**src/interp_defines.svh**
```systemverilog
// constants for the linear function interpolator: register map, fields,
// reset values and timing figures; included by the top module and the testbench
`ifndef INTERP_DEFINES_SVH
`define INTERP_DEFINES_SVH

`define CLK_PERIOD_NS  10
`define DRUM_WORD_NS   6100
`define PROC_ONE_NS    120000
`define SWEEP_WORDS    16344

`define REG_CTRL       8'h00
`define REG_STATUS     8'h04
`define REG_SWEEP      8'h08
`define REG_RESULT     8'h0C
`define REG_DRUM       8'h10

`define CTRL_RUN       0
`define CTRL_IDX_LO    1
`define CTRL_RUN_RST   1'h1
`define CTRL_IDX_RST   2'h0
`define STAT_BUSY      0
`define STAT_FAIL      1

`define CW_NV_LO       0
`define CW_IX_X        2
`define CW_IX_ANS      5
`define WORD_FLAG      10
`define ARG_MSB        23
`define ARG_LSB        10

`define RESP_OKAY      2'h0
`define RESP_SLVERR    2'h2

`endif

```
**src/interp_pkg.sv**
```systemverilog
// types shared by the interpolator top and its arithmetic stage
// assumes nothing beyond a SystemVerilog compiler
package interp_pkg;

  typedef enum logic [2:0] {
    S_SEEK  = 3'b000,
    S_ARG   = 3'b001,
    S_TAB   = 3'b010,
    S_ANS   = 3'b011,
    S_CALC  = 3'b100,
    S_WRITE = 3'b101
  } state_t;

  typedef struct packed {
    logic        req;
    logic        we;
    logic [10:0] addr;
    logic [23:0] wdata;
  } mem_req_t;

  typedef struct packed {
    logic       sgn;
    logic [2:0] ival;
    logic [9:0] incr;
  } arg_t;

endpackage

```
**src/interp_lerp.sv**
```systemverilog
// one straight-line interpolation step between two table points
// assumes the caller registers the results; purely combinational
`timescale 1ns/100ps
module interp_lerp
  import interp_pkg::*;
#(
  parameter int W  = 14,
  parameter int FW = 10
) (
  input  wire logic [W-1:0]  lo_i,
  input  wire logic [W-1:0]  hi_i,
  input  wire logic [FW-1:0] frac_i,
  output logic      [W-1:0]  r14_o,
  output logic      [W+1:0]  r16_o
);

  localparam int PW = W + FW + 2;

  if (FW < 2 || W < 4) begin : g_bad
    $error("interp_lerp: widths too small");
  end

  logic signed [W:0]    diff;
  logic signed [PW-1:0] prod;
  logic signed [PW-1:0] sum;
  logic signed [PW-1:0] rnd;

  // lower point plus increment times the span
  assign diff = $signed({1'b0, hi_i}) - $signed({1'b0, lo_i});
  assign prod = diff * $signed({1'b0, frac_i});
  assign sum  = $signed({2'b00, lo_i, FW'(0)}) + prod;
  // intermediate rounds to W bits, never exceeds the larger point
  assign rnd  = sum + $signed(PW'(1 << (FW - 1)));
  assign r14_o = rnd[W+FW-1:FW];
  // output keeps two more bits, truncated
  assign r16_o = sum[W+FW-1:FW-2];

endmodule // interp_lerp

```
**src/linear_function_interpolator.sv**
```systemverilog
// linear function interpolator: walks the drum table field, fetches
// arguments from and stores answers to the shared core data memory.
// assumes a same-clock arbiter answering each request with a grant pulse
// and a drum word that stays put while drum_addr_o is unchanged.
// Function
// - table words are positive 10-bit fractions
// - internal steps round to 14 bits
// - answers are 16-bit truncated fractions
// - straight-line interpolation over equal intervals
// - one-variable function done within 120 us
// - argument takes upper 14 memory bits
// - answer written at answer address
// - drum word: flag plus 10-bit field
// - word meaning follows its band position
// - control word gives variables and indexing
// - index 0-3 added to chosen addresses
// - one variable: nine table words
// - two variables 9x9, three 9x9x9
// - argument: sign, interval, 10-bit increment
// - negative argument becomes zero
// - argument address comes from drum word
// - fixed sequence, paced by drum words
// - whole 16,344-word field every 0.1 s
// - data moves only through data memory; answers are also readable here over REG_RESULT
// - one drum word per 6.1 us
//
// The register offsets and the AXI4-Lite interface to the registers were chosen for this implementation.
`timescale 1ns/100ps
`include "interp_defines.svh"
module linear_function_interpolator
  import interp_pkg::*;
#(
  parameter int WORD_CYCLES = `DRUM_WORD_NS / `CLK_PERIOD_NS,
  parameter int SWEEP_WORDS = `SWEEP_WORDS,
  parameter int PROC_CYCLES = `PROC_ONE_NS / `CLK_PERIOD_NS
) (
  input  wire logic        core_clk_i,
  input  wire logic        rst_n_i,
  input  wire logic        ce_i,
  input  wire logic        axi_awvalid_i,
  output logic             axi_awready_o,
  input  wire logic [7:0]  axi_awaddr_i,
  input  wire logic        axi_wvalid_i,
  output logic             axi_wready_o,
  input  wire logic [31:0] axi_wdata_i,
  input  wire logic [3:0]  axi_wstrb_i,
  output logic             axi_bvalid_o,
  input  wire logic        axi_bready_i,
  output logic [1:0]       axi_bresp_o,
  input  wire logic        axi_arvalid_i,
  output logic             axi_arready_o,
  input  wire logic [7:0]  axi_araddr_i,
  output logic             axi_rvalid_o,
  input  wire logic        axi_rready_i,
  output logic [31:0]      axi_rdata_o,
  output logic [1:0]       axi_rresp_o,
  output mem_req_t         mem_o,
  input  wire logic        mem_gnt_i,
  input  wire logic [23:0] mem_rdata_i,
  output logic [13:0]      drum_addr_o,
  input  wire logic [10:0] drum_word_i
);

  localparam int WCW = $clog2(WORD_CYCLES);

  if (WORD_CYCLES < 16 || SWEEP_WORDS > 16384 || SWEEP_WORDS < 1024) begin : g_bad
    $error("linear_function_interpolator: unsupported timing parameters");
  end

  logic        rst_q1_r;
  logic        rst_n;
  logic [10:0] dw_q1_r;
  logic [10:0] dw_r;
  logic [WCW-1:0] wcnt_r;
  logic [13:0] drum_addr_r;
  logic [15:0] sweep_r;
  logic        word_tick;
  state_t      state_r;
  logic [1:0]  nv_r;
  logic [3:0]  ixen_r;
  logic [1:0]  argn_r;
  logic [1:0]  tag_r;
  logic [3:0]  px_r;
  logic [3:0]  py_r;
  logic [3:0]  pz_r;
  logic [2:0]  step_r;
  logic [10:0] ans_addr_r;
  arg_t        arg_r [3];
  logic [9:0]  corner_r [8];
  logic [13:0] val_r [8];
  mem_req_t    mem_r;
  logic        run_r;
  logic [1:0]  idx_r;
  logic        fail_r;
  logic [15:0] result_r;
  logic        awready_r;
  logic        bvalid_r;
  logic [1:0]  bresp_r;
  logic        arready_r;
  logic        rvalid_r;
  logic [31:0] rdata_r;
  logic [1:0]  rresp_r;
  logic        fail_ev;
  logic        tab_last;
  logic        wr_go;
  logic        rd_go;
  logic [1:0]  lj;
  logic [9:0]  lfrac;
  logic [13:0] l14;
  logic [15:0] l16;
  logic [10:0] arg_addr;
  logic [3:0]  ix;
  logic [3:0]  iy;
  logic [3:0]  iz;

  always_ff @(posedge core_clk_i or negedge rst_n_i) begin
    if (!rst_n_i) begin
      rst_q1_r <= 1'b0;
      rst_n    <= 1'b0;
    end else begin
      rst_q1_r <= 1'b1;
      rst_n    <= rst_q1_r;
    end
  end

  // drum read-out is asynchronous to the core clock; it settles long before use
  always_ff @(posedge core_clk_i or negedge rst_n) begin
    if (!rst_n) begin
      dw_q1_r <= 11'h000;
      dw_r    <= 11'h000;
    end else if (ce_i) begin
      dw_q1_r <= drum_word_i;
      dw_r    <= dw_q1_r;
    end
  end

  // drum word clock and sweep through the whole table field
  assign word_tick = ce_i && (wcnt_r == WCW'(WORD_CYCLES - 1));

  always_ff @(posedge core_clk_i or negedge rst_n) begin
    if (!rst_n) begin
      wcnt_r      <= '0;
      drum_addr_r <= 14'h0000;
      sweep_r     <= 16'h0000;
    end else if (ce_i) begin
      wcnt_r <= word_tick ? '0 : wcnt_r + 1'b1;
      if (word_tick) begin
        if (drum_addr_r == 14'(SWEEP_WORDS - 1)) begin
          drum_addr_r <= 14'h0000;
          sweep_r     <= sweep_r + 16'h0001;
        end else begin
          drum_addr_r <= drum_addr_r + 14'h0001;
        end
      end
    end
  end

  // field of the current word, indexed when its enable bit is set
  assign arg_addr = {1'b0, dw_r[9:0]} + ((state_r == S_ARG && ixen_r[argn_r]) ||
                    (state_r == S_ANS && ixen_r[3]) ? {9'h000, idx_r} : 11'h000);
  assign ix = {1'b0, arg_r[0].ival};
  assign iy = {1'b0, arg_r[1].ival};
  assign iz = {1'b0, arg_r[2].ival};
  assign tab_last = (px_r == 4'h8) && (nv_r < 2'h2 || py_r == 4'h8) &&
                    (nv_r < 2'h3 || pz_r == 4'h8);
  // an argument still unserved when the next word comes is a failure
  assign fail_ev = word_tick && mem_r.req && !mem_gnt_i &&
                   (state_r == S_ARG || state_r == S_TAB);

  // wired sequence: control, argument addresses, table, answer
  always_ff @(posedge core_clk_i or negedge rst_n) begin
    if (!rst_n) begin
      state_r    <= S_SEEK;
      nv_r       <= 2'h1;
      ixen_r     <= 4'h0;
      argn_r     <= 2'h0;
      px_r       <= 4'h0;
      py_r       <= 4'h0;
      pz_r       <= 4'h0;
      step_r     <= 3'h0;
      ans_addr_r <= 11'h000;
    end else if (ce_i) begin
      if (fail_ev) begin
        state_r <= S_SEEK;
      end else begin
        case (state_r)
          S_SEEK: begin
            // flagged control word with one to three variables
            if (word_tick && run_r && dw_r[`WORD_FLAG] && dw_r[`CW_NV_LO+1:`CW_NV_LO] != 2'h0) begin
              nv_r    <= dw_r[`CW_NV_LO+1:`CW_NV_LO];
              ixen_r  <= dw_r[`CW_IX_ANS:`CW_IX_X];
              argn_r  <= 2'h0;
              state_r <= S_ARG;
            end
          end
          S_ARG: begin
            if (word_tick) begin
              argn_r <= argn_r + 2'h1;
              if (argn_r + 2'h1 == nv_r) begin
                px_r    <= 4'h0;
                py_r    <= 4'h0;
                pz_r    <= 4'h0;
                state_r <= S_TAB;
              end
            end
          end
          S_TAB: begin
            if (word_tick) begin
              if (tab_last) begin
                state_r <= S_ANS;
              end else if (px_r == 4'h8) begin
                px_r <= 4'h0;
                if (py_r == 4'h8) begin
                  py_r <= 4'h0;
                  pz_r <= pz_r + 4'h1;
                end else begin
                  py_r <= py_r + 4'h1;
                end
              end else begin
                px_r <= px_r + 4'h1;
              end
            end
          end
          S_ANS: begin
            if (word_tick) begin
              ans_addr_r <= arg_addr;
              step_r     <= 3'h0;
              state_r    <= S_CALC;
            end
          end
          S_CALC: begin
            step_r <= step_r + 3'h1;
            if (step_r == 3'h6) begin
              state_r <= S_WRITE;
            end
          end
          S_WRITE: begin
            if (mem_gnt_i) begin
              state_r <= S_SEEK;
            end
          end
          default: state_r <= S_SEEK;
        endcase
      end
    end
  end

  // data memory is the only argument path; answers go to it and to result_r
  always_ff @(posedge core_clk_i or negedge rst_n) begin
    if (!rst_n) begin
      mem_r <= '0;
      tag_r <= 2'h0;
    end else if (ce_i) begin
      if (fail_ev) begin
        mem_r.req <= 1'b0;
      end else if (state_r == S_ARG && word_tick) begin
        mem_r <= '{req: 1'b1, we: 1'b0, addr: arg_addr, wdata: 24'h00_0000};
        tag_r <= argn_r;
      end else if (state_r == S_CALC && step_r == 3'h6) begin
        mem_r <= '{req: 1'b1, we: 1'b1, addr: ans_addr_r, wdata: {l16, 8'h00}};
      end else if (mem_gnt_i) begin
        mem_r.req <= 1'b0;
      end
    end
  end

  // arguments: upper 14 bits, negative ones forced to zero
  always_ff @(posedge core_clk_i or negedge rst_n) begin
    if (!rst_n) begin
      for (int i = 0; i < 3; i++) begin
        arg_r[i] <= '0;
      end
    end else if (ce_i) begin
      if (state_r == S_SEEK) begin
        for (int i = 0; i < 3; i++) begin
          arg_r[i] <= '0;
        end
      end else if (mem_gnt_i && mem_r.req && !mem_r.we) begin
        arg_r[tag_r] <= mem_rdata_i[`ARG_MSB] ? '0 : {1'b0, mem_rdata_i[`ARG_MSB-1:`ARG_LSB]};
      end
    end
  end

  // keep only the bracketing points; unused dimensions sit at interval 0
  always_ff @(posedge core_clk_i or negedge rst_n) begin
    if (!rst_n) begin
      for (int i = 0; i < 8; i++) begin
        corner_r[i] <= 10'h000;
      end
    end else if (ce_i) begin
      if (state_r == S_SEEK) begin
        for (int i = 0; i < 8; i++) begin
          corner_r[i] <= 10'h000;
        end
      end else if (state_r == S_TAB && word_tick &&
                   (px_r == ix || px_r == ix + 4'h1) &&
                   (py_r == iy || py_r == iy + 4'h1) &&
                   (pz_r == iz || pz_r == iz + 4'h1)) begin
        corner_r[{pz_r != iz, py_r != iy, px_r != ix}] <= dw_r[9:0];
      end
    end
  end

  // seven steps: four along x, two along y, one along z
  always_comb begin
    lj    = (step_r == 3'h6) ? 2'h0 : step_r[1:0];
    lfrac = arg_r[0].incr;
    if (step_r == 3'h6) begin
      lfrac = arg_r[2].incr;
    end else if (step_r[2]) begin
      lfrac = arg_r[1].incr;
    end
  end

  interp_lerp #(
    .W  (14),
    .FW (10)
  ) u_lerp (
    .lo_i   (val_r[{lj, 1'b0}]),
    .hi_i   (val_r[{lj, 1'b1}]),
    .frac_i (lfrac),
    .r14_o  (l14),
    .r16_o  (l16)
  );

  always_ff @(posedge core_clk_i or negedge rst_n) begin
    if (!rst_n) begin
      for (int i = 0; i < 8; i++) begin
        val_r[i] <= 14'h0000;
      end
      result_r <= 16'h0000;
    end else if (ce_i) begin
      if (state_r == S_ANS && word_tick) begin
        for (int i = 0; i < 8; i++) begin
          val_r[i] <= {corner_r[i], 4'h0};
        end
      end else if (state_r == S_CALC) begin
        if (step_r == 3'h6) begin
          result_r <= l16;
        end else begin
          val_r[lj] <= l14;
        end
      end
    end
  end

  // register slave; waits for address and data together
  assign wr_go = ce_i && axi_awvalid_i && axi_wvalid_i && !bvalid_r && !awready_r;
  assign rd_go = ce_i && axi_arvalid_i && !rvalid_r && !arready_r;

  always_ff @(posedge core_clk_i or negedge rst_n) begin
    if (!rst_n) begin
      awready_r <= 1'b0;
      bvalid_r  <= 1'b0;
      bresp_r   <= `RESP_OKAY;
      run_r     <= `CTRL_RUN_RST;
      idx_r     <= `CTRL_IDX_RST;
      fail_r    <= 1'b0;
    end else if (ce_i) begin
      awready_r <= wr_go;
      if (wr_go) begin
        bvalid_r <= 1'b1;
        bresp_r  <= (axi_awaddr_i == `REG_CTRL || axi_awaddr_i == `REG_STATUS) ? `RESP_OKAY : `RESP_SLVERR;
        if (axi_awaddr_i == `REG_CTRL && axi_wstrb_i[0]) begin
          run_r <= axi_wdata_i[`CTRL_RUN];
          idx_r <= axi_wdata_i[`CTRL_IDX_LO+1:`CTRL_IDX_LO];
        end
      end else if (axi_bready_i) begin
        bvalid_r <= 1'b0;
      end
      // a failure in the clearing cycle still sticks
      if (fail_ev) begin
        fail_r <= 1'b1;
      end else if (wr_go && axi_awaddr_i == `REG_STATUS && axi_wstrb_i[0] && axi_wdata_i[`STAT_FAIL]) begin
        fail_r <= 1'b0;
      end
    end
  end

  always_ff @(posedge core_clk_i or negedge rst_n) begin
    if (!rst_n) begin
      arready_r <= 1'b0;
      rvalid_r  <= 1'b0;
      rdata_r   <= 32'h0000_0000;
      rresp_r   <= `RESP_OKAY;
    end else if (ce_i) begin
      arready_r <= rd_go;
      if (rd_go) begin
        rvalid_r <= 1'b1;
        rresp_r  <= `RESP_OKAY;
        case (axi_araddr_i)
          `REG_CTRL:   rdata_r <= {29'h0000_0000, idx_r, run_r};
          `REG_STATUS: rdata_r <= {30'h0000_0000, fail_r, state_r != S_SEEK};
          `REG_SWEEP:  rdata_r <= {16'h0000, sweep_r};
          `REG_RESULT: rdata_r <= {16'h0000, result_r};
          `REG_DRUM:   rdata_r <= {18'h0_0000, drum_addr_r};
          default: begin
            rdata_r <= 32'h0000_0000;
            rresp_r <= `RESP_SLVERR;
          end
        endcase
      end else if (axi_rready_i) begin
        rvalid_r <= 1'b0;
      end
    end
  end

  assign axi_awready_o = awready_r;
  assign axi_wready_o  = awready_r;
  assign axi_bvalid_o  = bvalid_r;
  assign axi_bresp_o   = bresp_r;
  assign axi_arready_o = arready_r;
  assign axi_rvalid_o  = rvalid_r;
  assign axi_rdata_o   = rdata_r;
  assign axi_rresp_o   = rresp_r;
  assign mem_o         = mem_r;
  assign drum_addr_o   = drum_addr_r;

  // checking helpers: cycles since the last word and since function start
  logic [15:0] gap_r;
  logic        gap_ok_r;
  logic [15:0] proc_r;
  always_ff @(posedge core_clk_i or negedge rst_n) begin
    if (!rst_n) begin
      gap_r    <= 16'h0000;
      gap_ok_r <= 1'b0;
      proc_r   <= 16'h0000;
    end else if (ce_i) begin
      gap_r    <= word_tick ? 16'h0000 : gap_r + 16'h0001;
      gap_ok_r <= gap_ok_r | word_tick;
      proc_r   <= (state_r == S_SEEK) ? 16'h0000 : proc_r + 16'h0001;
    end
  end
endmodule // linear_function_interpolator

```
**config.mk**
```make
export PLATFORM = sky130hd
export DESIGN_NAME = linear_function_interpolator
export DESIGN_NICKNAME = d
export VERILOG_FILES = /design/src/interp_pkg.sv /design/src/interp_lerp.sv /design/src/linear_function_interpolator.sv
export VERILOG_INCLUDE_DIRS = /design/src
export SDC_FILE = /design/constraint.sdc
export NUM_CORES = 1
export LEC_CHECK = 0
export BUFFER_PORTS_ARGS = -buffer_cell sky130_fd_sc_hd__buf_2
export CORE_MARGIN = 2
export CORE_UTILIZATION = 25
export CTS_BUF_LIST = sky130_fd_sc_hd__clkbuf_8
export DETAILED_ROUTE_END_ITERATION = 8
export PLACE_DENSITY_LB_ADDON = 0.3
export SYNTH_ARGS = -nofsm -noshare
export SYNTH_HDL_FRONTEND = slang
export SYNTH_SLANG_ARGS = --single-unit
```
**constraint.sdc**
```tcl
create_clock -name core_clk_i -period 14.3 [get_ports core_clk_i]
set_clock_uncertainty 0.15 [all_clocks]
set_input_delay 3.575 -clock core_clk_i [delete_from_list [all_inputs] [get_ports core_clk_i]]
set_output_delay 3.575 -clock core_clk_i [all_outputs]
set_load 0.05 [all_outputs]
```
Yosys cells after proc, flatten, opt, wreduce, memory -nomap -nowiden --
Index checks and enable logic that the tools add are counted.
Word-level totals: register bits 434, output and inout bits 92
Cells by class: reduce and logical (&&, ||, !) cells 88, order comparisons 11, bitwise operators 7, multiplexer cells 76, add/subtract/negate cells 15, multipliers 1, equal/unequal tests 43
Operators with widths (number):
- two-way mux 112 bit | 3
- two-way mux 80 bit | 2
- bitwise mux 112 bit | 1
- two-way mux 14 bit | 7
- binary-select mux 14 bit (select 3 bit) | 2
- two-way mux 42 bit | 2
- bitwise mux 80 bit | 1
- case mux 16 bit (5 select lines) | 1
- two-way mux 4 bit | 13
- bitwise mux 42 bit | 1
- demux 14 bit (select 3 bit) | 1
- two-way mux 10 bit | 4
- two-way mux 37 bit | 1
- two-way mux 36 bit | 1
- logical AND 1 bit | 34
- demux 10 bit (select 3 bit) | 1
- two-way mux 3 bit | 10
- demux 14 bit (select 2 bit) | 1
- adder 24 x 11 -> 24 bit, second input constant | 1
- adder 24 bit | 1
- multiplier 15 x 11 -> 24 bit | 1
- case mux 4 bit (2 select lines) | 3
- nonzero test 2 bit | 11
- inequality test 3 bit, second input constant | 7
- 56 further kinds | 131

Longest topological paths before layout --
depth in word-level cells 14, depth in mapped cells 45, mapped depth without buffers 38

Cells and area by module --
Synthesis repeated with hierarchy kept, for this count alone.
Unflattened totals: cell total of the unflattened synthesis 2596, area total of the unflattened synthesis 25027.8 µm²
Modules (own cells, without submodules):
- linear_function_interpolator | cells an instance 1798, sequential area each 9736.8 µm², instances 1, area each 18068.6 µm²
- interp_lerp | cells an instance 798, sequential area each 0.0 µm², instances 1, area each 6959.2 µm²

Least setup slack after synthesis --
No wires, ideal clock.
kind register -> register, start point reg step_r[0], end point reg val_r[69] in the netlist's numbering, path buffers 7, data required time 14.019 ns, cell stages (with the launch flop) 44, path slack 4.201 ns, period minus slack after synthesis 10.099 ns, data arrival time 9.819 ns, cell sequence dfrtp_1 -> buf_2 -> inv_1 -> clkbuf_1 -> ha_1 -> buf_2 -> buf_2 -> nand2_1 -> nand2_1 -> clkbuf_1 -> buf_1 -> nand2_1 -> a21oi_1 -> ha_1 -> inv_1 -> fa_1 -> a21o_1 -> a21oi_4 -> (+8 left out) -> fa_1 -> inv_1 -> fa_1 -> inv_1 -> fa_1 -> fa_1 -> inv_1 -> fa_1 -> inv_1 -> ha_1 -> or4_1 -> o22ai_1 -> nand3_1 -> xor2_1 -> nor3b_1 -> nand4_1 -> xnor2_1 -> o21ai_1
Between the ends: word-level cells in the longest chain between the ends 14
RTL lines:
- start, declared | line linear_function_interpolator.sv:86 | logic [2:0] step_r;
- start signal, assigned | line linear_function_interpolator.sv:232 | step_r <= step_r + 3'h1;
- == test 3 bit | line linear_function_interpolator.sv:306, linear_function_interpolator.sv:308, linear_function_interpolator.sv:338
- two-way mux 2 bit | line linear_function_interpolator.sv:306 | lj = (step_r == 3'h6) ? 2'h0 : step_r[1:0];
- NOT 3 -> 4 bit, on equally long branches | line linear_function_interpolator.sv:320, linear_function_interpolator.sv:319
- binary-select mux 14 bit (select 3 bit), on equally long branches | line linear_function_interpolator.sv:320, linear_function_interpolator.sv:319
- two-way mux 14 bit, on equally long branches (2 in a row) | line linear_function_interpolator.sv:320, linear_function_interpolator.sv:319
- subtractor 14 x 14 -> 15 bit | line interp_lerp.sv:29 | assign diff = $signed({1'b0, hi_i}) - $signed({1'b0, lo_i});
- multiplier 15 x 11 -> 24 bit | line interp_lerp.sv:30 | assign prod = diff * $signed({1'b0, frac_i});
- adder 24 bit | line interp_lerp.sv:31 | assign sum = $signed({2'b00, lo_i, FW'(0)}) + prod;
- adder 24 x 11 -> 24 bit | line interp_lerp.sv:33 | assign rnd = sum + $signed(PW'(1 << (FW - 1)));
- bitwise mux 112 bit | line linear_function_interpolator.sv:341 | val_r[lj] <= l14;
- two-way mux 112 bit | line linear_function_interpolator.sv:338 | if (step_r == 3'h6) begin
- two-way mux 112 bit | line linear_function_interpolator.sv:337 | end else if (state_r == S_CALC) begin
- two-way mux 112 bit | line linear_function_interpolator.sv:333 | if (state_r == S_ANS && word_tick) begin
- end signal, assigned by index | line linear_function_interpolator.sv:335 | val_r[i] <= {corner_r[i], 4'h0};
- end signal, assigned by index | line linear_function_interpolator.sv:341
- end, declared | line linear_function_interpolator.sv:90 | logic [13:0] val_r [8];
Parallel ways exist; a longest one is shown, timed or not. The select of a mux whose other input is x is not followed. A chain may end at the register's enable or synchronous reset.

Worst setup path in the final report --
start point reg step_r[0], end point reg val_r[68] in the netlist's numbering
Same word-level chain as after synthesis.

==> flow_summary.rst <==
.. list-table::
   :header-rows: 1

   * - Metric
     - Value
   * - Outcome
     - finished clean
   * - Area share of the leading cell type in the synthesized netlist
     - approximately two fifths
   * - Fin util
     - 28.6%
   * - Cell taking the most area after synthesis
     - sky130_fd_sc_hd__dfrtp_1
   * - Diode insertion count for antenna repair
     - 0
   * - # DRC
     - 0
   * - Final ANT Viol Nets
     - 0
   * - Routability congestion estimate from global placement
     - 0.806
   * - Final hold violation count
     - 0
   * - Wire length of the first global-routing pass
     - roughly 110000 um
   * - Estimated wirelength of the detail-placed design
     - around 50000 um
   * - Initial antenna violation count
     - 1
   * - Power Dens Cells
     - 85.9 nW/um^2
   * - Leading post-synthesis cells by instance count
     - 475 x sky130_fd_sc_hd__nand2_1, 387 x sky130_fd_sc_hd__dfrtp_1, 216 x sky130_fd_sc_hd__inv_1
   * - CTS tree
     - yes
   * - Launching element type of the critical path
     - flop
   * - Setup repair after global routing missed its margin
     - no
   * - Leading cell type by number of instances after synthesis
     - sky130_fd_sc_hd__nand2_1
   * - # clock sinks
     - ~390
   * - Max-Cap Viols
     - 0
   * - Leakage Power
     - ~0.014 uW
   * - Maximum fanout along the worst path
     - 29
   * - CP top delay family
     - adder cells
   * - Number of top-level pins
     - about 190
   * - Horiz. Die Dim
     - roughly 320 um
   * - Synthesized instance count
     - 2578
   * - Cts-stage hold buffer count
     - 0
   * - Ratio of final minimum period to clock period
     - 79.7%
   * - Mean instance size in the synthesized netlist
     - between 9 and 10 um^2
   * - Final-report max-slew violation count
     - 0
   * - Arrival time worst endpoint
     - between 10000 and 15000 ps
   * - Maximum count of clock buffers along a single path
     - 3
   * - Area after DPL
     - 26500 um^2
   * - Slowest cell delay on critical path
     - about 790 ps
   * - Number of buffers created by CTS
     - slightly above 70
   * - Critical path type
     - flop to flop
   * - Area added between synthesis and finish
     - 14.0%
   * - Count of unique library cells instantiated by Yosys
     - approximately 80
   * - Cell area after layout
     - 28000 um^2
   * - Number of cells upsized or downsized after cts
     - 0
   * - Initial Utilization
     - between 20% and 30%
   * - Share of flip-flops with an asynchronous set or reset
     - 100%
   * - Worst path slowest cell
     - sky130_fd_sc_hd__ha_1
   * - Floorplan Core Area
     - 98000 um^2
   * - Vias per std cell
     - about 4.6
   * - Final setup violating endpoints
     - 0
   * - Global route overflow
     - 0
   * - HP Class
     - flop to flop
   * - Minimum clock period after layout
     - 11400 ps
   * - Overall die area
     - approximately 100000 um^2
   * - Die height
     - 318 um
   * - Ys flop type
     - sky130_fd_sc_hd__dfrtp_1
   * - Number of violations reported at the end of detailed-routing iteration 0
     - ~1300
   * - Max Fclk
     - a little under 90 MHz
   * - Largest voltage drop on the vdd net
     - just under 0.00006 V
   * - Leading post-synthesis cells by cell area
     - sky130_fd_sc_hd__dfrtp_1 39%, sky130_fd_sc_hd__fa_1 12%, sky130_fd_sc_hd__nand2_1 7.2%
   * - Number of vias in the routed layout
     - 18500
   * - Global router's overall resource usage
     - between 10 and 15%
   * - Required time at the worst-slack endpoint
     - around 15000 ps
   * - Detail-routed net length per standard cell
     - 17.4 um
   * - Final net count
     - 3013
   * - Transition time of the tightest slew-check pin
     - 1150 ps
   * - Row count
     - around 120
   * - Warning count from the yosys run
     - 0
   * - Number of buffers added on ports
     - approximately 120
   * - Number of detailed-route iterations in the first pass
     - 5
   * - Post-Synthesis Cell Area
     - approximately 25000 um^2
   * - Max_slew headroom
     - a little under a quarter
   * - Vias in the first global route
     - 18700
   * - Crit. End Element
     - flop
   * - Routed Wire Length
     - around 70000 um
   * - Clock H-tree levels
     - 3
   * - Pin count of the biggest net entering global routing
     - 99
   * - Number of storage elements in the synthesis netlist
     - between 300 and 400
   * - Seq/Total Area, Yosys
     - about two fifths
   * - Sum of negative setup slack
     - 0 ps
   * - Clk root buf
     - sky130_fd_sc_hd__clkbuf_8
   * - Clock transition at the register clock pins on the worst setup and hold paths after CTS
     - ~60 ps
   * - Number of buffers added for setup after CTS
     - 0
   * - Share of post-route cells with drive strength above 1
     - around 14%
   * - Clk Latency, worst-skew pair
     - about 650 ps
   * - Number of synthesized flops with an enable pin
     - 0
   * - Critical path buffer and inverter count
     - 5
-- worst reg2reg max path, delay by kind of cell (launching register included) --
kind                       cells  cell delay (ps)
DFF                            1              370
xor gates and xnor gates       2              750
and+or+nand+nor               13             3110
adders and majority gates      8             4390
AOI/OAI and AO/OA              8             1840
buffers and inverters          5              620
-- report_power, final --
part           internal, uW  switching [uW]  total (uW)  leakage, uW
clock network           622             495        1120     0.000872
logic                  37.4            89.7         127      0.00737
registers              1120            41.6        1160      0.00532
total                  1780             627        2410       0.0136
-- placed cells by master, fill, tap and decap left out, drive strengths merged, types with 15 or more instances in the layout --
master,instances
nor2,177
nand2b,15
and3,31
mux2,57
xor2,45
and2,23
o21ai,170
buf,159
dfrtp,387
inv,242
a22o,117
a21o,26
nand2,475
nor2b,27
a21oi,69
xnor2,66
a211oi,31
conb,27
mux2i,25
ha,92
clkbuf,92
nand4,20
nand3,47
fa,142
-- metrics by stage --
step                cells  total power (uW)  setup WS (ps)  hold WS [ps]
floorplan            2603              1270           2510           181
CTS                  4027              2450           2930           200
detailed placement   3897              1310           2970           187
global placement     3897              1310           3030           184
finish               4027              2410           2900           197
global route         4027              2520           2050           216
-- state kept, by name, indices dropped and copies added (netlist names), 4 cells and up --
name and count:
axi_rdata_o 16, ixen_r 4, px_r 4, dw_q1_r 11, ans_addr_r 11, val_r 96, sweep_r 16, arg_r 39
dw_r 11, py_r 4, pz_r 4, corner_r 80, result_r 16, drum_addr_o 14, mem_o 29, wcnt_r 10
-- routing by layer --
metal  vias up  GRT usage [%]  routed length (um)
li1       8796              -                   -
met1      9251           19.0               32000
met2       394           23.2               33800
met3        79           1.71                2760
met4         0           3.97                1500
met5         -              0                   0
-- worst paths after layout --
path / start / endpoint / slack (ps) / depth (start not counted)
setup / recovery: step_r[0] / val_r[68] / 2900 / 36
hold / removal: rst_q1_r / rst_n / 200 / 0
setup reg to reg: step_r[0] / val_r[68] / 2900 / 36
hold reg to reg: rst_q1_r / rst_n / 200 / 0
max in group asynchronous: rst_n / val_r[73] / 10800 / 3
min in group asynchronous: rst_n / corner_r[2] / 240 / 0
-- layout make-up --
cell class              count  area (um^2)
multi-input cells        1846        13500
flip-flops and latches    389         9740
well taps                1287         1610
repair buffers            159          896
clock inverters            38          256
fillers                 10300        70000
inverters                 216          811
clock buffers              92         1270
-- cells by family after synthesis --
group / after synthesis / share of synthesized area [%]
AO/OA/AOI/OAI: 488 / 13.5
XOR/XNOR: 111 / 4.01
adder cells (fa/ha/maj): 234 / 16.2
buffers and inverters: 368 / 6.21
flip-flops: 389 / 39.6
multiplexers: 83 / 3.72
other: 2 / 0.0305
AND/OR/NAND/NOR: 903 / 16.7
Power figures use the tool's default switching activity.
